===== config.mk =====
export PLATFORM = sky130hd
export DESIGN_NAME = mrp_ctrl
export DESIGN_NICKNAME = d
export VERILOG_FILES = /design/src/hdl/mrp_pkg.sv /design/src/hdl/mrp_ctrl.sv
export SDC_FILE = /design/constraint.sdc
export NUM_CORES = 1
export LEC_CHECK = 0
export BUFFER_PORTS_ARGS = -buffer_cell sky130_fd_sc_hd__buf_4
export CAP_MARGIN = 20
export CORE_ASPECT_RATIO = 0.6
export CORE_UTILIZATION = 60
export CTS_BUF_LIST = sky130_fd_sc_hd__clkbuf_2 sky130_fd_sc_hd__clkbuf_4 sky130_fd_sc_hd__clkbuf_8
export DETAILED_ROUTE_END_ITERATION = 10
export PLACE_DENSITY = 0.76
export SLEW_MARGIN = 30
export SYNTH_ARGS = -nofsm -noshare
export SYNTH_HDL_FRONTEND = slang
export SYNTH_SLANG_ARGS = --single-unit
export TNS_END_PERCENT = 30

===== constraint.sdc =====
create_clock -name clk_sys -period 4.62 [get_ports clk_sys]
set_input_delay 0.231 -clock clk_sys [delete_from_list [all_inputs] [get_ports clk_sys]]
set_output_delay 0.231 -clock clk_sys [all_outputs]
set_load 0.1 [all_outputs]

===== src/hdl/mrp_pkg.sv =====
// constants and types for the microphone recording bring-up controller
package mrp_pkg;

    // --------------------------------------------------------------
    // codec register addresses
    // --------------------------------------------------------------
    localparam logic [7:0] DEV_PWR_A  = 8'h00;
    localparam logic [7:0] DEV_GAIN_A = 8'h02;
    localparam logic [7:0] DEV_GAIN_B = 8'h03;
    localparam logic [7:0] DEV_FS     = 8'h05;
    localparam logic [7:0] DEV_TIMER  = 8'h06;
    localparam logic [7:0] DEV_MAIN   = 8'h07;
    localparam logic [7:0] DEV_REF    = 8'h08;
    localparam logic [7:0] DEV_INITIAL_VOLUME_VALUE   = 8'h09;
    localparam logic [7:0] DEV_AUX    = 8'h0b;
    localparam logic [7:0] DEV_PWR_B  = 8'h10;
    localparam logic [7:0] DEV_FSEL   = 8'h11;
    localparam logic [7:0] DEV_PATH   = 8'h26;

    // --------------------------------------------------------------
    // codec bit positions
    // --------------------------------------------------------------
    localparam int LEFT_ADC_POS  = 0;  // in DEV_PWR_A
    localparam int FILT_PWR_POS  = 7;  // in DEV_PWR_A
    localparam int RIGHT_ADC_POS = 0;  // in DEV_PWR_B
    localparam int LVL_EN_POS    = 5;  // in DEV_MAIN
    localparam int ADC_FILT_POS  = 0;  // in DEV_PATH
    localparam int FILT_SDO_POS  = 1;  // in DEV_PATH

    // --------------------------------------------------------------
    // software register map of the controller
    // --------------------------------------------------------------
    localparam logic [7:0] SW_CTRL     = 8'h00;
    localparam logic [7:0] SW_STATUS   = 8'h01;
    localparam logic [7:0] SW_COEF_CNT = 8'h02;
    localparam logic [7:0] SW_COEF_DAT = 8'h03;
    localparam logic [7:0] SW_CFG_BASE = 8'h10;
    localparam int CTRL_START_POS = 0;
    localparam int CTRL_STOP_POS  = 1;
    localparam int CTRL_PLL_POS   = 2;

    // shadow slots for values written to the codec
    localparam int CFG_N      = 12;
    localparam int CFG_FS     = 0;
    localparam int CFG_GAIN_A = 1;
    localparam int CFG_GAIN_B = 2;
    localparam int CFG_TIMER  = 3;
    localparam int CFG_REF    = 4;
    localparam int CFG_INITIAL_VOLUME_VALUE   = 5;
    localparam int CFG_AUX    = 6;
    localparam int CFG_MAIN   = 7;
    localparam int CFG_PATH   = 8;
    localparam int CFG_FSEL   = 9;
    localparam int CFG_PWR_A  = 10;
    localparam int CFG_PWR_B  = 11;
    localparam logic [7:0] CFG_RESET = 8'h00;

    // --------------------------------------------------------------
    // timing
    // --------------------------------------------------------------
    localparam int CLK_PERIOD_NS = 100;
    localparam int PLL_LOCK_MS   = 10;
    localparam int PLL_LOCK_CYC  = (PLL_LOCK_MS * 1000000 + CLK_PERIOD_NS - 1) / CLK_PERIOD_NS;
    localparam int COEF_DEPTH    = 48;

    typedef logic [CFG_N-1:0][7:0] mrp_cfg_t;

    typedef enum logic [4:0] {
        S_IDLE, S_CLKWAIT, S_FS, S_GAIN_A, S_GAIN_B, S_TIMER, S_REF, S_INITIAL_VOLUME_VALUE,
        S_AUX, S_MAIN, S_PATH, S_COEF, S_FSEL, S_LOCK, S_PWR_A, S_PWR_B,
        S_REC, S_DN_A, S_DN_B, S_ALC_OFF
    } mrp_step_t;

endpackage


===== src/hdl/mrp_ctrl.sv =====
// host sequencer that brings the codec recording path up and down
//
// What this block does
// - start codec writes only after the clock-ready pin is seen high.
// - in PLL mode after a rate change, wait lock time before power-up.
// - write both microphone gain registers before powering the path.
// - write level timer and init-length select before enabling the path.
// - write level reference target before level control is enabled.
// - write initial volume before level control is enabled.
// - write auxiliary limiter and recovery bits before main level register.
// - then write the main level-control register from its shadow slot; the enable bit is not forced.
// - set filter-to-serial and adc-to-filter bits in filter path register.
// - load filter coefficients, then stage select, before filter power.
// - start recording by setting left, right ADC and filter power bits.
// - stop recording by clearing left, right ADC and filter power bits.
// - after power-down, clear the level-control enable bit.
`timescale 1ns/100ps
module mrp_ctrl #(
    parameter int LOCK_CYCLES = mrp_pkg::PLL_LOCK_CYC,
    parameter int COEF_DEPTH  = mrp_pkg::COEF_DEPTH
) (
    // clock and reset
    input  wire logic       clk_sys,
    input  wire logic       rst_b,
    // software register port
    input  wire logic [7:0]  sw_addr,
    input  wire logic [15:0] sw_wdata,
    input  wire logic        sw_wr,
    input  wire logic        sw_rd,
    output logic      [15:0] sw_rdata,
    // codec register write port
    output logic      [7:0]  dev_addr,
    output logic      [7:0]  dev_data,
    output logic             dev_req,
    input  wire logic        dev_ack,
    // clock setup done, from a pin
    input  wire logic        clk_ready_pin,
    // status
    output logic             busy,
    output logic             recording
);

    // --------------------------------------------------------------
    // state
    // --------------------------------------------------------------
    localparam int LW = $clog2(LOCK_CYCLES + 1);
    localparam int CW = $clog2(COEF_DEPTH + 1);

    typedef struct packed {
        mrp_pkg::mrp_step_t              step;
        mrp_pkg::mrp_cfg_t               cfg;
        logic [COEF_DEPTH-1:0][15:0]     coef;
        logic [CW-1:0]                   coef_cnt;
        logic [CW-1:0]                   coef_wptr;
        logic [CW-1:0]                   coef_idx;
        logic [LW-1:0]                   lock_cnt;
        logic [2:0]                      sync;
        logic                            clk_ok;
        logic                            pll;
        logic [7:0]                      fs_last;
        logic                            fs_known;
        logic                            req;
        logic [7:0]                      addr;
        logic [7:0]                      data;
        logic [15:0]                     rdata;
    } mrp_state_t;

    mrp_state_t st_ff;
    mrp_state_t nxt_st;

    // --------------------------------------------------------------
    // helpers
    // --------------------------------------------------------------
    // codec address for each write step
    function automatic logic [7:0] addr_of(mrp_pkg::mrp_step_t s, logic [15:0] ce);
        unique case (s)
            mrp_pkg::S_FS:      addr_of = mrp_pkg::DEV_FS;
            mrp_pkg::S_GAIN_A:  addr_of = mrp_pkg::DEV_GAIN_A;
            mrp_pkg::S_GAIN_B:  addr_of = mrp_pkg::DEV_GAIN_B;
            mrp_pkg::S_TIMER:   addr_of = mrp_pkg::DEV_TIMER;
            mrp_pkg::S_REF:     addr_of = mrp_pkg::DEV_REF;
            mrp_pkg::S_INITIAL_VOLUME_VALUE:    addr_of = mrp_pkg::DEV_INITIAL_VOLUME_VALUE;
            mrp_pkg::S_AUX:     addr_of = mrp_pkg::DEV_AUX;
            mrp_pkg::S_MAIN:    addr_of = mrp_pkg::DEV_MAIN;
            mrp_pkg::S_PATH:    addr_of = mrp_pkg::DEV_PATH;
            mrp_pkg::S_COEF:    addr_of = ce[15:8];
            mrp_pkg::S_FSEL:    addr_of = mrp_pkg::DEV_FSEL;
            mrp_pkg::S_PWR_A:   addr_of = mrp_pkg::DEV_PWR_A;
            mrp_pkg::S_PWR_B:   addr_of = mrp_pkg::DEV_PWR_B;
            mrp_pkg::S_DN_A:    addr_of = mrp_pkg::DEV_PWR_A;
            mrp_pkg::S_DN_B:    addr_of = mrp_pkg::DEV_PWR_B;
            mrp_pkg::S_ALC_OFF: addr_of = mrp_pkg::DEV_MAIN;
            default:            addr_of = 8'h00;
        endcase
    endfunction

    // codec data for each write step; power and enable bits are forced here
    function automatic logic [7:0] data_of(mrp_pkg::mrp_step_t s, mrp_pkg::mrp_cfg_t c,
                                           logic [15:0] ce);
        logic [7:0] pa;
        logic [7:0] pb;
        pa = '0;
        pb = '0;
        pa[mrp_pkg::LEFT_ADC_POS] = 1'b1;
        pa[mrp_pkg::FILT_PWR_POS] = 1'b1;
        pb[mrp_pkg::RIGHT_ADC_POS] = 1'b1;
        unique case (s)
            mrp_pkg::S_FS:      data_of = c[mrp_pkg::CFG_FS];
            mrp_pkg::S_GAIN_A:  data_of = c[mrp_pkg::CFG_GAIN_A];
            mrp_pkg::S_GAIN_B:  data_of = c[mrp_pkg::CFG_GAIN_B];
            mrp_pkg::S_TIMER:   data_of = c[mrp_pkg::CFG_TIMER];
            mrp_pkg::S_REF:     data_of = c[mrp_pkg::CFG_REF];
            mrp_pkg::S_INITIAL_VOLUME_VALUE:    data_of = c[mrp_pkg::CFG_INITIAL_VOLUME_VALUE];
            mrp_pkg::S_AUX:     data_of = c[mrp_pkg::CFG_AUX];
            mrp_pkg::S_MAIN:    data_of = c[mrp_pkg::CFG_MAIN];
            mrp_pkg::S_PATH: begin
                data_of = c[mrp_pkg::CFG_PATH];
                data_of[mrp_pkg::ADC_FILT_POS] = 1'b1;
                data_of[mrp_pkg::FILT_SDO_POS] = 1'b1;
            end
            mrp_pkg::S_COEF:    data_of = ce[7:0];
            mrp_pkg::S_FSEL:    data_of = c[mrp_pkg::CFG_FSEL];
            mrp_pkg::S_PWR_A:   data_of = c[mrp_pkg::CFG_PWR_A] | pa;
            mrp_pkg::S_PWR_B:   data_of = c[mrp_pkg::CFG_PWR_B] | pb;
            mrp_pkg::S_DN_A:    data_of = c[mrp_pkg::CFG_PWR_A] & ~pa;
            mrp_pkg::S_DN_B:    data_of = c[mrp_pkg::CFG_PWR_B] & ~pb;
            mrp_pkg::S_ALC_OFF: begin
                data_of = c[mrp_pkg::CFG_MAIN];
                data_of[mrp_pkg::LVL_EN_POS] = 1'b0;
            end
            default:            data_of = 8'h00;
        endcase
    endfunction

    // --------------------------------------------------------------
    // next state
    // --------------------------------------------------------------
    logic        sw_start;
    logic        sw_stop;
    logic [15:0] cur_coef;
    logic        fs_change;

    // start and stop are write pulses, not stored bits
    assign sw_start  = sw_wr && sw_addr == mrp_pkg::SW_CTRL && sw_wdata[mrp_pkg::CTRL_START_POS];
    assign sw_stop   = sw_wr && sw_addr == mrp_pkg::SW_CTRL && sw_wdata[mrp_pkg::CTRL_STOP_POS];
    assign cur_coef  = st_ff.coef[st_ff.coef_idx];
    assign fs_change = !st_ff.fs_known || st_ff.fs_last != st_ff.cfg[mrp_pkg::CFG_FS];

    always_comb begin
        nxt_st = st_ff;
        nxt_st.rdata = 16'h0000;
        // pin filter: change counts once the last two stages agree
        nxt_st.sync = {st_ff.sync[1:0], clk_ready_pin};
        if (st_ff.sync[2] == st_ff.sync[1]) begin
            nxt_st.clk_ok = st_ff.sync[2];
        end
        if (st_ff.lock_cnt != '0) begin
            nxt_st.lock_cnt = st_ff.lock_cnt - LW'(1);
        end

        // software writes
        if (sw_wr) begin
            if (sw_addr == mrp_pkg::SW_CTRL) begin
                nxt_st.pll = sw_wdata[mrp_pkg::CTRL_PLL_POS];
            end else if (sw_addr == mrp_pkg::SW_COEF_CNT) begin
                // a count past the table depth would read entries that do not exist
                if (sw_wdata > 16'(COEF_DEPTH)) begin
                    nxt_st.coef_cnt = CW'(COEF_DEPTH);
                end else begin
                    nxt_st.coef_cnt = CW'(sw_wdata);
                end
                nxt_st.coef_wptr = '0;
            end else if (sw_addr == mrp_pkg::SW_COEF_DAT) begin
                // writes past the end are dropped
                if (st_ff.coef_wptr < CW'(COEF_DEPTH)) begin
                    nxt_st.coef[st_ff.coef_wptr] = sw_wdata;
                    nxt_st.coef_wptr = st_ff.coef_wptr + CW'(1);
                end
            end else if (sw_addr >= mrp_pkg::SW_CFG_BASE &&
                         sw_addr <  mrp_pkg::SW_CFG_BASE + 8'(mrp_pkg::CFG_N)) begin
                nxt_st.cfg[sw_addr - mrp_pkg::SW_CFG_BASE] = sw_wdata[7:0];
            end
        end

        // software reads, data valid in the following cycle only
        if (sw_rd) begin
            if (sw_addr == mrp_pkg::SW_CTRL) begin
                nxt_st.rdata[mrp_pkg::CTRL_PLL_POS] = st_ff.pll;
            end else if (sw_addr == mrp_pkg::SW_STATUS) begin
                nxt_st.rdata = {8'h00, st_ff.clk_ok, st_ff.lock_cnt != '0, st_ff.req, 5'(st_ff.step)};
            end else if (sw_addr == mrp_pkg::SW_COEF_CNT) begin
                nxt_st.rdata = 16'(st_ff.coef_cnt);
            end else if (sw_addr >= mrp_pkg::SW_CFG_BASE &&
                         sw_addr <  mrp_pkg::SW_CFG_BASE + 8'(mrp_pkg::CFG_N)) begin
                nxt_st.rdata = {8'h00, st_ff.cfg[sw_addr - mrp_pkg::SW_CFG_BASE]};
            end
        end

        // bring-up and shut-down sequence
        unique case (st_ff.step)
            mrp_pkg::S_IDLE: begin
                if (sw_start) begin
                    nxt_st.step = mrp_pkg::S_CLKWAIT;
                end
            end
            mrp_pkg::S_CLKWAIT: begin
                if (st_ff.clk_ok) begin
                    nxt_st.step = mrp_pkg::S_FS;
                end
            end
            mrp_pkg::S_LOCK: begin
                // power stays off until the PLL has had its full lock time
                if (st_ff.lock_cnt == '0) begin
                    nxt_st.step = mrp_pkg::S_PWR_A;
                end
            end
            mrp_pkg::S_REC: begin
                if (sw_stop) begin
                    nxt_st.step = mrp_pkg::S_DN_A;
                end
            end
            mrp_pkg::S_FS, mrp_pkg::S_GAIN_A, mrp_pkg::S_GAIN_B, mrp_pkg::S_TIMER,
            mrp_pkg::S_REF, mrp_pkg::S_INITIAL_VOLUME_VALUE, mrp_pkg::S_AUX, mrp_pkg::S_MAIN,
            mrp_pkg::S_PATH, mrp_pkg::S_COEF, mrp_pkg::S_FSEL, mrp_pkg::S_PWR_A,
            mrp_pkg::S_PWR_B, mrp_pkg::S_DN_A, mrp_pkg::S_DN_B, mrp_pkg::S_ALC_OFF: begin
                if (!st_ff.req) begin
                    // one write per step, S_COEF one per coefficient and skipped when the count is zero, in the fixed order of the enum
                    nxt_st.req  = 1'b1;
                    nxt_st.addr = addr_of(st_ff.step, cur_coef);
                    nxt_st.data = data_of(st_ff.step, st_ff.cfg, cur_coef);
                end else if (dev_ack) begin
                    nxt_st.req  = 1'b0;
                    nxt_st.step = mrp_pkg::mrp_step_t'(5'(st_ff.step) + 5'd1);
                    if (st_ff.step == mrp_pkg::S_FS) begin
                        nxt_st.fs_known = 1'b1;
                        nxt_st.fs_last  = st_ff.cfg[mrp_pkg::CFG_FS];
                        if (st_ff.pll && fs_change) begin
                            nxt_st.lock_cnt = LW'(LOCK_CYCLES);
                        end
                    end
                    if (st_ff.step == mrp_pkg::S_PATH && st_ff.coef_cnt == '0) begin
                        nxt_st.step = mrp_pkg::S_FSEL;
                    end
                    if (st_ff.step == mrp_pkg::S_COEF) begin
                        // coefficients first, stage select after the last one
                        nxt_st.coef_idx = st_ff.coef_idx + CW'(1);
                        if (st_ff.coef_idx + CW'(1) < st_ff.coef_cnt) begin
                            nxt_st.step = mrp_pkg::S_COEF;
                        end else begin
                            nxt_st.coef_idx = '0;
                        end
                    end
                    if (st_ff.step == mrp_pkg::S_ALC_OFF) begin
                        nxt_st.step = mrp_pkg::S_IDLE;
                    end
                end
            end
        endcase
    end

    // --------------------------------------------------------------
    // registers and outputs
    // --------------------------------------------------------------
    // coefficient table sits in flops; the idle reset keeps it clean
    always_ff @(posedge clk_sys or negedge rst_b) begin
        if (!rst_b) begin
            st_ff <= '0;
        end else begin
            st_ff <= nxt_st;
        end
    end

    assign sw_rdata  = st_ff.rdata;
    assign dev_addr  = st_ff.addr;
    assign dev_data  = st_ff.data;
    assign dev_req   = st_ff.req;
    assign busy      = st_ff.step != mrp_pkg::S_IDLE && st_ff.step != mrp_pkg::S_REC;
    assign recording = st_ff.step == mrp_pkg::S_REC;

    // --------------------------------------------------------------
    // checks
    // --------------------------------------------------------------
    AST_CLK_FIRST: assert property (@(posedge clk_sys) disable iff (!rst_b)
        $rose(st_ff.req) && st_ff.step == mrp_pkg::S_FS
        |-> $past(st_ff.clk_ok, 2))
        else $error("codec write before clock setup");

    AST_LOCK_WAIT: assert property (@(posedge clk_sys) disable iff (!rst_b)
        st_ff.step == mrp_pkg::S_PWR_A && st_ff.req
        |-> st_ff.lock_cnt == '0)
        else $error("power up before pll lock time");

    AST_GAIN_ORDER: assert property (@(posedge clk_sys) disable iff (!rst_b)
        st_ff.step == mrp_pkg::S_GAIN_B && st_ff.req && dev_ack
        |=> st_ff.step == mrp_pkg::S_TIMER)
        else $error("gain writes out of order");

    AST_GAIN_ADDR: assert property (@(posedge clk_sys) disable iff (!rst_b)
        st_ff.req && st_ff.step inside {mrp_pkg::S_GAIN_A, mrp_pkg::S_GAIN_B}
        |-> dev_addr == (st_ff.step == mrp_pkg::S_GAIN_A ? 8'h02 : 8'h03))
        else $error("gain write to wrong address");

    AST_TIMER_ADDR: assert property (@(posedge clk_sys) disable iff (!rst_b)
        st_ff.step == mrp_pkg::S_TIMER && st_ff.req
        |-> dev_addr == 8'h06)
        else $error("timer write to wrong address");

    AST_REF_DATA: assert property (@(posedge clk_sys) disable iff (!rst_b)
        st_ff.step == mrp_pkg::S_REF && st_ff.req |-> dev_addr == 8'h08
        && dev_data == st_ff.cfg[mrp_pkg::CFG_REF])
        else $error("reference write wrong");

    AST_INITIAL_VOLUME_VALUE_ADDR: assert property (@(posedge clk_sys) disable iff (!rst_b)
        st_ff.step == mrp_pkg::S_INITIAL_VOLUME_VALUE && st_ff.req
        |-> dev_addr == 8'h09)
        else $error("initial volume write wrong");

    AST_AUX_THEN_MAIN: assert property (@(posedge clk_sys) disable iff (!rst_b)
        st_ff.step == mrp_pkg::S_AUX && st_ff.req && dev_ack |=> st_ff.step == mrp_pkg::S_MAIN
        ##1 dev_req && dev_addr == 8'h07)
        else $error("main level write not after aux");

    AST_MAIN_ADDR: assert property (@(posedge clk_sys) disable iff (!rst_b)
        st_ff.step == mrp_pkg::S_MAIN && st_ff.req
        |-> dev_addr == 8'h07)
        else $error("main level write wrong address");

    AST_PATH_BITS: assert property (@(posedge clk_sys) disable iff (!rst_b)
        st_ff.step == mrp_pkg::S_PATH && st_ff.req
        |-> dev_addr == 8'h26 && dev_data[1:0] == 2'b11)
        else $error("filter path bits not set");

    AST_COEF_BEFORE_SEL: assert property (@(posedge clk_sys) disable iff (!rst_b)
        st_ff.step == mrp_pkg::S_FSEL |-> $past(st_ff.step) inside {mrp_pkg::S_FSEL,
        mrp_pkg::S_COEF, mrp_pkg::S_PATH})
        else $error("stage select before coefficients");

    AST_PWR_AFTER_SEL: assert property (@(posedge clk_sys) disable iff (!rst_b)
        st_ff.step == mrp_pkg::S_PWR_A
        |-> $past(st_ff.step) inside {mrp_pkg::S_LOCK, mrp_pkg::S_PWR_A})
        else $error("filter power before stage select");

    AST_PWR_UP: assert property (@(posedge clk_sys) disable iff (!rst_b)
        st_ff.step == mrp_pkg::S_PWR_A && st_ff.req
        |-> dev_data[7] && dev_data[0])
        else $error("power up bits missing");

    AST_PWR_DN_A: assert property (@(posedge clk_sys) disable iff (!rst_b)
        st_ff.step == mrp_pkg::S_DN_A && st_ff.req
        |-> dev_addr == 8'h00 && !dev_data[7] && !dev_data[0])
        else $error("left adc or filter not powered down");

    AST_PWR_DN: assert property (@(posedge clk_sys) disable iff (!rst_b)
        st_ff.step == mrp_pkg::S_DN_B && st_ff.req
        |-> !dev_data[0] && dev_addr == 8'h10)
        else $error("right adc not powered down");

    AST_ALC_BIT_CLR: assert property (@(posedge clk_sys) disable iff (!rst_b)
        st_ff.step == mrp_pkg::S_ALC_OFF && st_ff.req
        |-> dev_addr == 8'h07 && !dev_data[5])
        else $error("level enable not cleared");

    AST_ALC_OFF: assert property (@(posedge clk_sys) disable iff (!rst_b)
        st_ff.step == mrp_pkg::S_ALC_OFF && st_ff.req && dev_ack
        |=> !dev_req ##1 !busy)
        else $error("level control disable not last");

endmodule


==> run_results.csv, run 1 <==
group,metric,value,unit
outcome,outcome,"completed",
placed_design,io_buffers,56,
placed_design,gp_congestion,0.966,
power,power.density,390,nW/um^2
drt,wl_per_cell,29.6,um
die,die_h,214,um
synthesis,synth-simple-area-share,0.0490,
die,dieArea,76400,um^2
clock_network,clock-sinks,943,
global_routing,track_usage,0.334,
clock_network,path_clk_slew,0.07,ns
drt,drcViolationCount,0,
finish,final_util,0.664,
drt,drt_pre_antenna_iters,8,
critical_path,path_max_fanout,41,
die,io_pins,65,
finish,stdcell_area,49200,um^2
sta,grt_setup_unrepaired,"false",
clock_network,post_cts_resize_count,0,
synthesis,netlist_top_cells_count,"dfrtp_1 (943), mux2_2 (882), mux4_2 (210)",
drt,drtIter0Drc,3233,
critical_path,cp-end-kind,"flop",
synthesis,synth_area_leaders,"dfrtp_1 (52%), mux2_2 (22%), mux4_2 (10%)",
finish,area_delta_synth_final,8.93,%
synthesis,synth-adder-area-share,0.00410,
finish,nNetsFinal,3134,
die,core_area,74000,um^2
finish,final.fill_count,5150,
sta,finalSetupViolCount,0,
sta,slew_headroom,0.310,
synthesis,synth_top_area_share,0.523,
critical_path,cp.buffers_inverters,2,
power,vdd_drop_max,0.318,mV
critical_path,cp_slowest_stage_delay,1.04,ns
drt,vias_per_cell,6.74,
power,p_leak,22.9,nW
sta,fin_crit,3.56,ns
job,drv_cap,0,
drt,ant_nets,0,
synthesis,synth_edf_count,0,
synthesis,yosysMostFrequentCell,"dfrtp_1",
critical_path,crit_type,"flop to flop",
die,start_util,0.610,
placed_design,placed_area,46000,um^2
clock_network,clockRootBuffer,"clkbuf_8",
global_routing,first_global_vias,29431,
sta,skew,0.0323,ns
clock_network,cts_max_level,4,
synthesis,synth-seq-area-share,0.523,
global_routing,antenna_found_initial,5,
synthesis,synth_cell_types,83,
synthesis,synth.avg_cell_area,14.6,um^2
drt,vias,28200,
placed_design,dp_hpwl,78800,um
synthesis,synth_top_family_by_area,"multiplexers",
clock_network,cts_hold_buffers,13,
synthesis,netlist.top_cell.by_area,"dfrtp_1",
synthesis,synth_warnings,0,
sta,slew_violations,0,
clock_network,postCtsSetupRepairBufs,0,
hold_path,hp-class,"input port to asynchronous set/reset pin",
critical_path,path_cells,"buf_12 > buf_4 > mux4_2 > mux2i_1 > nor2_1 > a211oi_1 > nor3_1 > a211o_1",
synthesis,syn_inst,3093,
sta,tightest_slew,1.03,ns
global_routing,grt-ovfl-total,0,
finish,drive_above_1_share,0.486,
synthesis,syn_area,45100,um^2
sta,max_clock_freq,281,MHz
global_routing,grt_start_max_net_pins,150,
clock_network,cts_buffer_depth,3,
clock_network,cts_tree,"built",
critical_path,worst_path_max_delay_cell,"dfrtp_4",
sta,layout_worst_path_cycle_share,0.770,
clock_network,clkLatencyLatePin,0.82,ns
synthesis,ys_ff_latch,943,
sta,setup_slack,1.06,ns
critical_path,crit_family,"flip-flops",
synthesis,synthMuxAreaShare,0.346,
synthesis,synthArstFlopShare,1.00,
clock_network,numCtsBuffers,139,
sta,fin_tns_setup,0,ns
global_routing,grt_first_pass_wirelength,190000,um
die,die_w,356,um
drt,wirelength,124000,um
synthesis,synth_ff_type,"dfrtp_1",
critical_path,cp_data_arrival_time,4.27,ns
placed_design,post-place-ws,1.06,ns
critical_path,critPathLaunchType,"flop",
synthesis,synth_compound_area_frac,0.0376,
critical_path,cp.required,5.33,ns
synthesis,yosys.area_share.xor_xnor,0.00485,
sta,hold_viol,0,
die,fp-row-count,77,
[through the flow]
stage / power, mW / hold WS, ns / std cells
floorplan: 11.0 / -0.0646 / 3100
global placement: 12.0 / 0.322 / 3923
detailed placement: 12.0 / 0.337 / 3923
CTS: 19.2 / 0.0267 / 4182
global route: 19.9 / 0.0404 / 4183
finish: 19.2 / 0.0520 / 4183
[worst paths after layout]
kind	from	end	slack [ns]	cells past startpoint
worst max register to register	st_ff[64]	dev_addr[5]	1.06	8
worst min register to register	nxt_st[45]	nxt_st[46]	0.35	0
worst min-delay path	rst_b	st_ff[105]	0.05	2
max in group asynchronous	rst_b	st_ff[351]	3.28	3
min in group clk_sys	sw_addr[0]	st_ff[70]	0.06	2
worst max-delay path	st_ff[64]	dev_addr[5]	1.06	8
[cell usage in the layout, fill, tap and decap left out, drive strengths merged, types with 7 or more instances in the layout]
cell / count
conb: 8
clkbuf: 221
o21ai: 36
o221ai: 7
mux2: 889
a222oi: 8
clkinvlp: 7
a22o: 13
nor2b: 21
a221oi: 11
buf: 127
dfrtp: 943
dlygate4sd3: 13
a21oi: 35
mux2i: 86
nor3: 23
a22oi: 28
xor2: 11
nand3: 36
o211ai: 8
nor4: 14
inv: 28
nor3b: 7
nand2b: 18
nor2: 120
and3: 10
clkinv: 12
nand4: 12
a211oi: 12
or3: 10
a31oi: 13
xnor2: 14
o22ai: 7
mux4: 210
nand2: 73
ha: 14
[sequential cells by signal, summed over array words and instances, names as in the netlist]
signal / flops
st_ff: 916
dev_addr: 8
dev_data: 8
sw_rdata: 8
nxt_st: 2
dev_req: 1
[metal layers]
metal / part of all wire / track usage / wire [um] / vias up
li1: - / - / - / 11460
met1: 0.44 / 0.508 / 54100 / 15109
met2: 0.43 / 0.462 / 53100 / 1362
met3: 0.11 / 0.0946 / 13000 / 267
met4: 0.029 / 0.109 / 3640 / 2
met5: 0.00010 / 0 / 13 / -
[worst register-to-register path, stage by stage, from the launching register on]
cell and delay, ns:
dfrtp_4 1.04, buf_12 0.38, buf_4 0.45, mux4_2 0.55
mux2i_1 0.19, nor2_1 0.06, a211oi_1 0.36, nor3_1 0.12
a211o_1 0.29
[kinds of logic (layout without fill, tap and decap cells)]
| family | count (synthesis) | after routing |
|---|---|---|
| AND/OR/NAND/NOR | 375 | 375 |
| adder cells (fa/ha/maj) | 15 | 15 |
| other | 1 | 9 |
| XOR/XNOR | 25 | 25 |
| buffers and inverters | 314 | 409 |
| flip-flops | 943 | 943 |
| AO/OA/AOI/OAI | 235 | 235 |
| multiplexers | 1185 | 1185 |
[power by group]
| part | total [mW] | switching, mW | internal, mW |
|---|---|---|---|
| combinational | 3.12 | 2.11 | 1.01 |
| clock | 7.27 | 3.35 | 3.92 |
| sequential | 8.80 | 0.359 | 8.44 |
[final cells by class]
| cell class | count | area (um^2) | share of cell area |
|---|---|---|---|
| multi-input combinational | 1843 | 20000 | 0.407 |
| clock buffer | 221 | 2800 | 0.0570 |
| antenna | 1 | 2.50 | 0.0000509 |
| inverter | 23 | 86.3 | 0.00176 |
| timing repair buffer | 140 | 1200 | 0.0245 |
| sequential | 943 | 23600 | 0.480 |
| tap | 987 | 1230 | 0.0251 |
| clock inverter | 25 | 200 | 0.00407 |
(Power assumes the default switching activity.)
==> inputs of run 2 (changes only) <==
==> constraint.sdc (replaced) <==
create_clock -name clk_sys -period 3.35 [get_ports clk_sys]
set_input_delay 0.1675 -clock clk_sys [delete_from_list [all_inputs] [get_ports clk_sys]]
set_output_delay 0.1675 -clock clk_sys [all_outputs]
set_load 0.1 [all_outputs]
==> run_results.csv, run 2 (same netlist as run 1, synthesis figures left out) <==
group,metric,value,unit
clock_network,path_clk_slew,0.06,ns
drt,vias_per_cell,6.66,
power,vdd_drop_max,0.476,mV
sta,slew_violations,0,
drt,wl_per_cell,29.3,um
sta,hold_viol,0,
drt,drcViolationCount,0,
clock_network,clockRootBuffer,"clkbuf_8",
sta,finalSetupViolCount,0,
global_routing,first_global_vias,30003,
global_routing,grt-ovfl-total,0,
drt,wl_met1,54000,um
clock_network,numCtsBuffers,139,
die,io_pins,65,
global_routing,antenna_found_initial,7,
die,die_h,214,um
finish,largest_reg_flops,916,
clock_network,cts_buffer_depth,3,
clock_network,post_cts_resize_count,0,
drt,drt_pre_antenna_iters,8,
hold_path,hp-class,"input port to flop",
power,power.density,530,nW/um^2
drt,wirelength,126000,um
die,dieArea,76400,um^2
critical_path,worstReg2RegStart,"st_ff[64]",
drt,vias,28554,
critical_path,cp-end-kind,"flop",
hold_path,min_from,"sw_wdata[10]",
sta,slew_headroom,0.323,
power,p_leak,23.5,nW
placed_design,dp_hpwl,81300,um
drt,ant_nets,0,
clock_network,cts_max_level,4,
clock_network,cts_tree,"built",
finish,area_delta_synth_final,11.0,%
sta,holdWs,0.0887,ns
hold_path,holdPathEnd,"st_ff[652]",
clock_network,postCtsSetupRepairBufs,0,
job,drv_cap,0,
critical_path,cp_data_arrival_time,3.69,ns
finish,top_register,"st_ff",
finish,final_common_cell,"dfrtp_1",
placed_design,gp_congestion,0.967,
finish,antenna_cells,0,
finish,layout_common_cells,"dfrtp_1 (939), mux2_2 (882), mux4_2 (210)",
global_routing,grt_start_max_net_pins,143,
global_routing,track_usage,0.340,
die,fp-row-count,77,
sta,grt_setup_unrepaired,"false",
critical_path,critPathLaunchType,"flop",
placed_design,io_buffers,56,
power,fin_total_pwr,26.5,mW
critical_path,worstReg2RegEnd,"dev_data[1]",
finish,drive_above_1_share,0.498,
clock_network,clock-sinks,943,
sta,skew,0.0310,ns
clock_network,cts_hold_buffers,26,
hold_path,holdPathStages,2,
sta,fin_tns_setup,0,ns
critical_path,path_max_fanout,15,
drt,drtIter0Drc,3337,
clock_network,clkLatencyLatePin,0.79,ns
die,start_util,0.610,
sta,fin_crit,3.00,ns
die,core_area,74000,um^2
outcome,outcome,"completed",
critical_path,crit_type,"flop to flop",
sta,max_clock_freq,334,MHz
sta,layout_worst_path_cycle_share,0.895,
die,die_w,356,um
critical_path,cp.required,4.04,ns
critical_path,r2r_cells,8,
global_routing,grt_first_pass_wirelength,194000,um
drt,met3_length,13500,um
finish,nNetsFinal,3245,
sta,tightest_slew,1.01,ns
critical_path,r2r_slack,0.35,ns
drt,top_layer,"met5",
drt,wl_met2,54700,um
## run 2: cell count changes in the layout (fill, tap and decap cells not counted), moves of 3 or more
cell and change:
dlygate4sd3_1 +12, nor2_1 +4, buf_4 +81, nor3_4 -3, clkbuf_8 -14, buf_12 +17, clkbuf_4 +11
## run 2: critical path: stages, from the launching register on
cell and delay [ns]:
dfrtp_4 0.67, buf_12 0.24, buf_4 0.36, mux4_2 0.30, nand2_1 0.06, a311oi_1 0.61, o21ai_0 0.28, buf_4 0.20
a31oi_1 0.15
## run 2: worst max-delay path by stage
stage	from	depth (start not counted)	end	slack, ns
floorplan	st_ff[64]	15	st_ff[946]	0.09
global placement	st_ff[64]	8	dev_data[4]	0.11
detailed placement	sw_addr[5]	7	st_ff[582]	0.34
CTS	st_ff[64]	8	dev_data[4]	0.32
global route	st_ff[64]	11	st_ff[66]	0.21
finish	st_ff[64]	8	dev_data[1]	0.35
## run 2: final cells by class
cell class | count | area, um^2
clock buffer | 218 | 2690
clock inverter | 24 | 219
fill | 5042 | 23900
inverter | 23 | 86.3
multi-input combinational | 1843 | 20000
sequential | 943 | 23600
tap | 987 | 1230
timing repair buffer | 251 | 2300
## run 2: layer usage
| metal | GRT usage | up-vias |
|---|---|---|
| met5 | 0 | - |
| met4 | 0.0974 | 2 |
| met3 | 0.106 | 233 |
| met2 | 0.482 | 1458 |
| met1 | 0.507 | 15215 |
| li1 | - | 11646 |
## run 2: stage by stage
step           setup WS (ns)  utilization  cells  area, um^2
6_report               0.353        0.677   4289       50100
5_1_grt                0.214        0.677   4289       50100
4_1_cts                0.320        0.677   4289       50100
3_5_place_dp           0.336        0.634   4021       46900
3_3_place_gp           0.109        0.634   4021       46900
2_1_floorplan         0.0943            -   3100       45200
## run 2: power by group
group / internal, mW / total, mW / switching (mW)
combinational: 1.61 / 4.71 / 3.09
clock: 5.28 / 9.85 / 4.57
sequential: 11.6 / 12.0 / 0.345
total: 18.5 / 26.5 / 8.01
